`src/core/mcs_pkg.sv`:
```
package mcs_pkg;
  // Register byte offsets on the APB bus.
  localparam int unsigned ADDR_W = 8;
  localparam logic [ADDR_W-1:0] OFF_CTRL = 8'h00;
  localparam logic [ADDR_W-1:0] OFF_STATUS = 8'h04;
  localparam logic [ADDR_W-1:0] OFF_REC_IDX = 8'h08;
  localparam logic [ADDR_W-1:0] OFF_REC_CFG = 8'h0C;
  localparam logic [ADDR_W-1:0] OFF_REC_DATA = 8'h10;
  localparam logic [ADDR_W-1:0] OFF_END_POS = 8'h14;

  // Control and status field positions.
  localparam int unsigned CTRL_START = 0;
  localparam int unsigned CTRL_STOP = 1;
  localparam int unsigned CTRL_IDX_LO = 8;
  localparam int unsigned STAT_BUSY = 0;
  localparam int unsigned STAT_IDX_LO = 8;
  localparam int unsigned STAT_STATE_LO = 16;

  // Path record configuration word layout.
  localparam int unsigned CFG_IS_POS = 0;
  localparam int unsigned CFG_MODE_LO = 1;
  localparam int unsigned CFG_INS = 3;
  localparam int unsigned CFG_EXT = 4;
  localparam int unsigned CFG_OVL = 5;
  localparam int unsigned CFG_AUTO = 6;
  localparam int unsigned CFG_DLY_LO = 8;
  localparam int unsigned DLY_W = 8;

  // Reset values.
  localparam logic [31:0] CFG_RST = 32'h0000_0000;
  localparam logic [31:0] DATA_RST = 32'h0000_0000;

  // Table depth and delay time base.
  localparam int unsigned NREC_DEF = 8;
  localparam int unsigned CLK_FREQ_MHZ = 200;
  localparam int unsigned DLY_UNIT_US = 1000;
  localparam int unsigned DLY_TICK_CYC = DLY_UNIT_US * CLK_FREQ_MHZ;

  // End position modes.
  typedef enum logic [1:0] {
    MODE_ABS = 2'h0,
    MODE_REL = 2'h1,
    MODE_INC = 2'h2,
    MODE_CAP = 2'h3
  } mcs_mode_t;

  // Sequencer states, Gray coded along idle, load, issue, run, delay.
  typedef enum logic [2:0] {
    ST_IDLE = 3'h0,
    ST_LOAD = 3'h1,
    ST_ISSUE = 3'h3,
    ST_RUN = 3'h2,
    ST_DELAY = 3'h6
  } mcs_state_t;
endpackage

```
`src/core/mcs_pos_if.sv`:
```
`timescale 1ns/1ps
interface mcs_pos_if;
  import mcs_pkg::*;
  logic calc_en;
  mcs_mode_t mode;
  logic [31:0] cmd;
  logic [31:0] fb;
  logic [31:0] cap;
  logic [31:0] end_pos;
  modport seq (output calc_en, output mode, output cmd, output fb, output cap, input end_pos);
  modport calc (input calc_en, input mode, input cmd, input fb, input cap, output end_pos);
endinterface

```
`src/core/mcs_endpos.sv`:
```
`timescale 1ns/1ps
module mcs_endpos (
  // Clock and reset.
  input wire logic core_clk_i,
  input wire logic rst_i,
  // Calculation request and result.
  mcs_pos_if.calc pos
);
  import mcs_pkg::*;

  logic [31:0] end_pos_ff;
  logic [31:0] nxt_end_pos_ff;

  // The stored result doubles as the previous end position for incremental moves.
  always_comb begin
    nxt_end_pos_ff = end_pos_ff;
    if (pos.calc_en) begin
      case (pos.mode)
        MODE_ABS: nxt_end_pos_ff = pos.cmd;
        MODE_REL: nxt_end_pos_ff = pos.fb + pos.cmd;
        MODE_INC: nxt_end_pos_ff = end_pos_ff + pos.cmd;
        MODE_CAP: nxt_end_pos_ff = pos.cap + pos.cmd;
        default: nxt_end_pos_ff = pos.cmd;
      endcase
    end
  end

  // Result register.
  always_ff @(posedge core_clk_i or posedge rst_i) begin
    if (rst_i) begin
      end_pos_ff <= 32'h0000_0000;
    end else begin
      end_pos_ff <= nxt_end_pos_ff;
    end
  end

  assign pos.end_pos = end_pos_ff;
endmodule

```
`src/core/mcs_sequencer.sv`:
```
// Register access over APB and the address map were chosen for this implementation.
`timescale 1ns/1ps
module mcs_sequencer #(
  parameter int unsigned NREC = mcs_pkg::NREC_DEF,
  parameter int unsigned DLY_TICK_CYC = mcs_pkg::DLY_TICK_CYC
) (
  // Clock and reset.
  input wire logic core_clk_i,
  input wire logic rst_i,
  // APB slave.
  input wire logic psel_i,
  input wire logic penable_i,
  input wire logic pwrite_i,
  input wire logic [mcs_pkg::ADDR_W-1:0] paddr_i,
  input wire logic [31:0] pwdata_i,
  output logic [31:0] prdata_o,
  output logic pready_o,
  output logic pslverr_o,
  // Motion profile generator.
  output logic cmd_valid_o,
  output logic cmd_pos_o,
  output logic cmd_replace_o,
  output logic cmd_merge_o,
  output logic [31:0] cmd_value_o,
  input wire logic motion_done_i,
  input wire logic decel_i,
  input wire logic [31:0] feedback_position_i,
  input wire logic [31:0] capture_data_i
);
  import mcs_pkg::*;

  localparam int unsigned IW = (NREC > 1) ? $clog2(NREC) : 1;
  localparam int unsigned TW = $clog2(DLY_TICK_CYC + 1);
  localparam logic [IW-1:0] LAST_IDX = IW'(NREC - 1);
  localparam logic [TW-1:0] TICK_LAST = TW'(DLY_TICK_CYC - 1);
  localparam logic [DLY_W-1:0] DLY_MAX = {DLY_W{1'b1}};

  // Bus decode.
  logic acc;
  logic wr_en;
  logic mapped;
  logic start_wr;
  logic stop_wr;
  logic [IW-1:0] start_idx;

  // Path record table.
  logic [31:0] cfg_ff [NREC];
  logic [31:0] data_ff [NREC];
  logic [IW-1:0] rec_idx_ff;
  logic [IW-1:0] nxt_rec_idx_ff;
  logic [31:0] prdata_ff;
  logic [31:0] nxt_prdata_ff;

  // Sequencer state.
  mcs_state_t state_ff;
  mcs_state_t nxt_state_ff;
  logic [IW-1:0] cur_idx_ff;
  logic [IW-1:0] nxt_cur_idx_ff;
  logic [31:0] cur_cfg_ff;
  logic [31:0] nxt_cur_cfg_ff;
  logic [31:0] cur_data_ff;
  logic [31:0] nxt_cur_data_ff;
  logic cmd_valid_ff;
  logic nxt_cmd_valid_ff;
  logic cmd_pos_ff;
  logic nxt_cmd_pos_ff;
  logic cmd_replace_ff;
  logic nxt_cmd_replace_ff;
  logic cmd_merge_ff;
  logic nxt_cmd_merge_ff;
  logic [31:0] cmd_value_ff;
  logic [31:0] nxt_cmd_value_ff;

  // Delay timing.
  logic [TW-1:0] tick_cnt_ff;
  logic [TW-1:0] nxt_tick_cnt_ff;
  logic [DLY_W-1:0] dly_cnt_ff;
  logic [DLY_W-1:0] nxt_dly_cnt_ff;
  logic tick;
  logic dly_clr;
  logic dly_done;

  // Look-ahead at the record that follows the running one.
  logic [IW-1:0] next_idx;
  logic [31:0] next_cfg;
  logic next_ins;
  logic next_ext;
  logic ovl_eff;

  mcs_pos_if pos_if ();

  // APB decode; the slave never inserts wait states.
  assign acc = psel_i & penable_i;
  assign wr_en = acc & pwrite_i;
  assign pready_o = acc;
  assign pslverr_o = acc & ~mapped;
  assign prdata_o = prdata_ff;
  assign start_wr = wr_en && (paddr_i == OFF_CTRL) && pwdata_i[CTRL_START];
  assign stop_wr = wr_en && (paddr_i == OFF_CTRL) && pwdata_i[CTRL_STOP];
  assign start_idx = pwdata_i[CTRL_IDX_LO +: IW];

  always_comb begin
    case (paddr_i)
      OFF_CTRL, OFF_STATUS, OFF_REC_IDX, OFF_REC_CFG, OFF_REC_DATA, OFF_END_POS: mapped = 1'b1;
      default: mapped = 1'b0;
    endcase
  end

  // Read data is captured in the setup phase so the answer comes from a flip-flop.
  always_comb begin
    nxt_prdata_ff = prdata_ff;
    if (psel_i && !penable_i && !pwrite_i) begin
      nxt_prdata_ff = 32'h0000_0000;
      case (paddr_i)
        OFF_STATUS: begin
          nxt_prdata_ff[STAT_BUSY] = (state_ff != ST_IDLE);
          nxt_prdata_ff[STAT_IDX_LO +: IW] = cur_idx_ff;
          nxt_prdata_ff[STAT_STATE_LO +: 3] = state_ff;
        end
        OFF_REC_IDX: nxt_prdata_ff[IW-1:0] = rec_idx_ff;
        OFF_REC_CFG: nxt_prdata_ff = cfg_ff[rec_idx_ff];
        OFF_REC_DATA: nxt_prdata_ff = data_ff[rec_idx_ff];
        OFF_END_POS: nxt_prdata_ff = pos_if.end_pos;
        default: nxt_prdata_ff = 32'h0000_0000;
      endcase
    end
  end

  // Record pointer for table access.
  always_comb begin
    nxt_rec_idx_ff = rec_idx_ff;
    if (wr_en && paddr_i == OFF_REC_IDX) begin
      nxt_rec_idx_ff = pwdata_i[IW-1:0];
    end
  end

  always_ff @(posedge core_clk_i or posedge rst_i) begin
    if (rst_i) begin
      prdata_ff <= 32'h0000_0000;
      rec_idx_ff <= '0;
    end else begin
      prdata_ff <= nxt_prdata_ff;
      rec_idx_ff <= nxt_rec_idx_ff;
    end
  end

  // One table entry per generate step; software may rewrite entries while running.
  for (genvar g = 0; g < NREC; g++) begin : g_rec
    logic [31:0] nxt_cfg;
    logic [31:0] nxt_data;
    always_comb begin
      nxt_cfg = cfg_ff[g];
      nxt_data = data_ff[g];
      if (wr_en && rec_idx_ff == IW'(g)) begin
        if (paddr_i == OFF_REC_CFG) begin
          nxt_cfg = pwdata_i;
        end
        if (paddr_i == OFF_REC_DATA) begin
          nxt_data = pwdata_i;
        end
      end
    end
    always_ff @(posedge core_clk_i or posedge rst_i) begin
      if (rst_i) begin
        cfg_ff[g] <= CFG_RST;
        data_ff[g] <= DATA_RST;
      end else begin
        cfg_ff[g] <= nxt_cfg;
        data_ff[g] <= nxt_data;
      end
    end
  end

  // Look-ahead decode; insertion masks overlap, and a speed follower cancels it.
  assign next_idx = (cur_idx_ff == LAST_IDX) ? '0 : cur_idx_ff + 1'b1;
  assign next_cfg = cfg_ff[next_idx];
  assign next_ins = next_cfg[CFG_INS];
  assign next_ext = next_cfg[CFG_EXT];
  assign ovl_eff = cur_cfg_ff[CFG_OVL] & ~next_ins & next_cfg[CFG_IS_POS];

  // Delay time base, restarted with each delay so that units are whole.
  assign tick = (tick_cnt_ff == TICK_LAST);
  assign dly_done = (dly_cnt_ff >= cur_cfg_ff[CFG_DLY_LO +: DLY_W]);

  always_comb begin
    nxt_tick_cnt_ff = tick ? '0 : tick_cnt_ff + 1'b1;
    nxt_dly_cnt_ff = dly_cnt_ff;
    if (tick && dly_cnt_ff != DLY_MAX) begin
      nxt_dly_cnt_ff = dly_cnt_ff + 1'b1;
    end
    if (dly_clr) begin
      nxt_tick_cnt_ff = '0;
      nxt_dly_cnt_ff = '0;
    end
  end

  always_ff @(posedge core_clk_i or posedge rst_i) begin
    if (rst_i) begin
      tick_cnt_ff <= '0;
      dly_cnt_ff <= '0;
    end else begin
      tick_cnt_ff <= nxt_tick_cnt_ff;
      dly_cnt_ff <= nxt_dly_cnt_ff;
    end
  end

  // End position request uses the record being loaded.
  assign pos_if.calc_en = (state_ff == ST_LOAD) && cfg_ff[cur_idx_ff][CFG_IS_POS];
  assign pos_if.mode = mcs_mode_t'(cfg_ff[cur_idx_ff][CFG_MODE_LO +: 2]);
  assign pos_if.cmd = data_ff[cur_idx_ff];
  assign pos_if.fb = feedback_position_i;
  assign pos_if.cap = capture_data_i;

  mcs_endpos u_endpos (
    .core_clk_i(core_clk_i),
    .rst_i(rst_i),
    .pos(pos_if.calc)
  );

  // Sequencer next state. Speed and position commands take the same path.
  always_comb begin
    nxt_state_ff = state_ff;
    nxt_cur_idx_ff = cur_idx_ff;
    nxt_cur_cfg_ff = cur_cfg_ff;
    nxt_cur_data_ff = cur_data_ff;
    nxt_cmd_valid_ff = 1'b0;
    nxt_cmd_pos_ff = cmd_pos_ff;
    nxt_cmd_replace_ff = cmd_replace_ff;
    nxt_cmd_merge_ff = cmd_merge_ff;
    nxt_cmd_value_ff = cmd_value_ff;
    dly_clr = 1'b0;
    case (state_ff)
      ST_IDLE: begin
        if (start_wr) begin
          nxt_cur_idx_ff = start_idx;
          nxt_state_ff = ST_LOAD;
        end
      end
      ST_LOAD: begin
        // Fields are frozen here so table rewrites cannot disturb a running command.
        nxt_cur_cfg_ff = cfg_ff[cur_idx_ff];
        nxt_cur_data_ff = data_ff[cur_idx_ff];
        nxt_state_ff = ST_ISSUE;
      end
      ST_ISSUE: begin
        nxt_cmd_valid_ff = 1'b1;
        nxt_cmd_pos_ff = cur_cfg_ff[CFG_IS_POS];
        nxt_cmd_replace_ff = cur_cfg_ff[CFG_INS] & cur_cfg_ff[CFG_EXT];
        nxt_cmd_merge_ff = cur_cfg_ff[CFG_INS] & ~cur_cfg_ff[CFG_EXT];
        nxt_cmd_value_ff = cur_cfg_ff[CFG_IS_POS] ? pos_if.end_pos : cur_data_ff;
        dly_clr = 1'b1;
        nxt_state_ff = ST_RUN;
      end
      ST_RUN: begin
        if (!cur_cfg_ff[CFG_AUTO]) begin
          if (motion_done_i) begin
            nxt_state_ff = ST_IDLE;
          end
        end else if (next_ins && next_ext) begin
          // The running command is cut short with no regard to its delay.
          nxt_cur_idx_ff = next_idx;
          nxt_state_ff = ST_LOAD;
        end else if (next_ins) begin
          if (dly_done) begin
            nxt_cur_idx_ff = next_idx;
            nxt_state_ff = ST_LOAD;
          end
        end else if (ovl_eff) begin
          if (dly_done || decel_i) begin
            nxt_cur_idx_ff = next_idx;
            nxt_state_ff = ST_LOAD;
          end
        end else if (motion_done_i) begin
          dly_clr = 1'b1;
          nxt_state_ff = ST_DELAY;
        end
      end
      ST_DELAY: begin
        if (dly_done) begin
          nxt_cur_idx_ff = next_idx;
          nxt_state_ff = ST_LOAD;
        end
      end
      default: nxt_state_ff = ST_IDLE;
    endcase
    if (stop_wr) begin
      nxt_state_ff = ST_IDLE;
    end
  end

  always_ff @(posedge core_clk_i or posedge rst_i) begin
    if (rst_i) begin
      state_ff <= ST_IDLE;
      cur_idx_ff <= '0;
      cur_cfg_ff <= CFG_RST;
      cur_data_ff <= DATA_RST;
      cmd_valid_ff <= 1'b0;
      cmd_pos_ff <= 1'b0;
      cmd_replace_ff <= 1'b0;
      cmd_merge_ff <= 1'b0;
      cmd_value_ff <= 32'h0000_0000;
    end else begin
      state_ff <= nxt_state_ff;
      cur_idx_ff <= nxt_cur_idx_ff;
      cur_cfg_ff <= nxt_cur_cfg_ff;
      cur_data_ff <= nxt_cur_data_ff;
      cmd_valid_ff <= nxt_cmd_valid_ff;
      cmd_pos_ff <= nxt_cmd_pos_ff;
      cmd_replace_ff <= nxt_cmd_replace_ff;
      cmd_merge_ff <= nxt_cmd_merge_ff;
      cmd_value_ff <= nxt_cmd_value_ff;
    end
  end

  // Command outputs to the profile generator.
  assign cmd_valid_o = cmd_valid_ff;
  assign cmd_pos_o = cmd_pos_ff;
  assign cmd_replace_o = cmd_replace_ff;
  assign cmd_merge_o = cmd_merge_ff;
  assign cmd_value_o = cmd_value_ff;
endmodule

```
`config.mk`:
```
export PLATFORM = sky130hd
export DESIGN_NAME = mcs_sequencer
export DESIGN_NICKNAME = d
export VERILOG_FILES = /design/src/core/mcs_pkg.sv /design/src/core/mcs_pos_if.sv /design/src/core/mcs_endpos.sv /design/src/core/mcs_sequencer.sv
export SDC_FILE = /design/constraint.sdc
export NUM_CORES = 2
export LEC_CHECK = 0
export BUFFER_PORTS_ARGS = -buffer_cell sky130_fd_sc_hd__buf_2
export CAP_MARGIN = 20
export CORE_AREA = 5 5 330 332
export CTS_CLUSTER_SIZE = 10
export DETAILED_ROUTE_END_ITERATION = 10
export DIE_AREA = 0 0 335 337
export PLACE_DENSITY = 0.46
export SYNTH_ARGS = -nofsm -noshare
export SYNTH_HDL_FRONTEND = slang
export SYNTH_HIERARCHICAL = 1
export SYNTH_SLANG_ARGS = --single-unit
```
`constraint.sdc`:
```
create_clock -name core_clk_i -period 56.6 [get_ports core_clk_i]
set_clock_uncertainty 0.15 [all_clocks]
set_input_delay 2.83 -clock core_clk_i [delete_from_list [all_inputs] [get_ports core_clk_i]]
set_output_delay 2.83 -clock core_clk_i [all_outputs]
set_load 0.03 [all_outputs]
```
==> out/metrics.cfg <==
[logic_synthesis]
synth_mux_area_frac=0.353
synth_area_leaders=dfrtp_1 (47%), mux2_2 (18%), mux4_2 (14%)
ys_top_cells_by_count=dfrtp_1 (692), mux2_2 (589), mux4_2 (223)
synth_simple_gate_area_frac=0.0545
syn_area_um2=36600
yosysMostFrequentCell=dfrtp_1
avgSynthCellArea_um2=13.3
synth_compound_area_frac=0.0622
yosys.area_share.adder=0.0159
synthCells=2755
ys_seq_elements=692
yosysTopAreaCellShare=0.473
synthFlopType=dfrtp_1
yosys_warnings=6
synthXorXnorAreaFrac=0.0112
yosys.area.top_type=dfrtp_1
ys_types=88
syn_nets=2912
synth_top_family_by_area=multiplexers
synth_edf_count=0
synthArstFlopShare=1.00
seq_area_frac_synth=0.473

[grt]
antenna_found_initial=6
grt_pass1_wl_mm=174
grt_usage=0.204
grt_max_degree=94
grt_overflow_total=0
grt_pass1_vias=25600

[route]
drc=0
totalWireLength_mm=116
firstDrtPassIters=5
wl_per_cell_um=27.2
antenna_left=0
drtIter0Drc=1318
viasPerCell=5.62
vias=24100

[pwr]
peakVddDrop_v=0.0000234
power.density_nw_per_um2=31.4
p_leak_nw=19.0
power_w=0.00130

[placement]
routabilityCongestion=0.879
placed_cells=4162
dpl.hpwl_mm=75.4
io_buffers=180

[setup_path]
cp_data_arrival_time_ns=4.24
cp_slowest_cell=or4_1
crit_path_max_fanout=6
path_cells=buf_2, or4_1, nor2_1, a21boi_0, buf_2
crit_top_cell=buf_2
criticalPathCategory=primary input to output port
reg2reg_slack_ns=50.21
r2r_end=u_endpos/pos.end_pos[31]$_DFFE_PP0P_
crit_path_start_kind=primary input
crit_path_end_kind=output port
startpoint=paddr_i[0]
cp_top_family=simple AND/OR/NAND/NOR gates
cp_num_cells=5
required_ns=53.62
reg2reg_depth=15
crit_end=pslverr_o
max_stage_delay_ns=0.71
cp_num_buf_inv=2
r2r-start=cur_idx_ff[0]$_DFFE_PP0P_

[floorplan]
start_util=0.346
row_count=120
die_height_um=337
die_w_um=335
io_pins=181
coreArea_um2=106000
die_area_um2=113000

[clock_tree]
clk_latency_ns=0.64
numCtsBuffers=83
cts_root_buf=clkbuf_16
cts_tree=done
postCtsSetupBuffers=0
cts_hold_buf=0
cts_max_level=3
cts_resized=0
clkSinkCount=692
cts_buffer_depth=3
clkTransAtPathRegs_ns=0.06

[sta]
final.setup.tns_ns=0
fin_crit_sh=0.128
whs_ns=0.324
setup_viol=0
final_hold_viol_count=0
slew_headroom=0.318
rsz0062_at_grt=false
min_period_ns=7.22
worst_slew_pin_slew_ns=1.02
drv_slew=0
fmax_mhz=138

[cells_and_area]
fillers=10100
final_net_count=3004
area_growth_syn_to_layout_pct=12.8
layout-drive-gt1-share=0.418
fin_cells=4287

[hold_path]
hold_class=flop to flop

[job]
drv_cap=0

[status]
outcome=finished clean

[how the worst min path moves through the flow]
stage                                              to                         from  depth (start not counted)
after global placement        cmd_merge_o$_DFFE_PP0P_      cmd_merge_o$_DFFE_PP0P_                          2
after CTS                    prdata_o[13]$_DFFE_PP0P_     prdata_o[13]$_DFFE_PP0P_                          2
after global routing      cmd_value_o[12]$_DFFE_PP0P_  cmd_value_o[12]$_DFFE_PP0P_                          2
final                        prdata_o[13]$_DFFE_PP0P_     prdata_o[13]$_DFFE_PP0P_                          2
after floorplan               cfg_ff[223]$_DFFE_PP0P_      cfg_ff[223]$_DFFE_PP0P_                          1
after detailed placement     prdata_o[13]$_DFFE_PP0P_     prdata_o[13]$_DFFE_PP0P_                          2
[per-stage QoR]
stage / instance area (um^2) / setup slack [ns] / utilization
after floorplan: 36600 / 35.12 / -
after global placement: 38800 / 49.34 / 0.366
after detailed placement: 38800 / 49.38 / 0.366
after CTS: 41200 / 49.38 / 0.389
after global routing: 41300 / 49.35 / 0.390
final: 41300 / 49.38 / 0.390
[layer usage]
layer / share of wire / track usage / vias to the layer above
li1: - / - / 10500
met1: 0.45 / 0.283 / 12900
met2: 0.48 / 0.337 / 588
met3: 0.051 / 0.0350 / 153
met4: 0.023 / 0.0491 / 2
met5: 0.00017 / 0 / -
[worst reg2reg max path, cell delays in order, from the launching register on]
cell       delay (ns)
dfrtp_4          0.60
buf_4            0.63
buf_4            0.81
mux4_2           0.64
mux2_2           0.39
ha_1             0.50
nand4_2          0.19
or3_1            0.47
a2111oi_0        0.72
nand3b_2         0.33
a221oi_2         0.11
o211ai_2         0.20
and4_2           0.24
nor3_2           0.05
xnor2_1          0.14
a21oi_1          0.08
[cells in the final DEF, fill, tap and decap left out, types with 20 or more instances in the layout]
cell type / count
a21oi_1: 122
buf_2: 180
buf_4: 47
clkbuf_16: 85
dfrtp_1: 685
ha_1: 45
inv_1: 26
mux2_2: 589
mux2i_1: 121
mux4_2: 223
nand2_1: 117
nand3_1: 24
nor2_1: 145
o21ai_0: 78
o22ai_1: 20
xnor2_1: 23
xor2_1: 24
[flip-flops by register name, summed over array words and instances (netlist names), 3 cells and up]
name                  count
u_endpos/pos.end_pos     32
data_ff                 256
cur_cfg_ff               13
cur_idx_ff                3
rec_idx_ff                3
prdata_o                 32
dly_cnt_ff                8
tick_cnt_ff              18
cfg_ff                  256
state_ff                  3
cmd_value_o              32
cur_data_ff              32
[cell type report]
class	instances	area [um^2]	share of cell area
Antenna cell	4	10.0	0.000242
Inverter	27	109	0.00263
Multi-Input combinational cell	1813	18300	0.444
Timing Repair Buffer	230	1340	0.0323
Clock buffer	109	2290	0.0554
Tap cell	1403	1760	0.0425
Clock inverter	9	129	0.00312
Sequential cell	692	17300	0.420
[where the power goes]
part / internal [W] / switching (W) / leakage (nW) / total [W]
sequential: 0.000518 / 0.0000286 / 9.40 / 0.000546
combinational: 0.0000913 / 0.000163 / 8.37 / 0.000254
clock: 0.000289 / 0.000210 / 1.18 / 0.000499
total: 0.000898 / 0.000401 / 19.0 / 0.00130
[kinds of logic after synthesis]
family,Yosys count
AOI/OAI and AO/OA,357
xor gates and xnor gates,47
buffers and inverters,250
adders and majority gates,46
DFF,692
and+or+nand+nor,424
muxes,939
(Power assumes the default switching activity.)
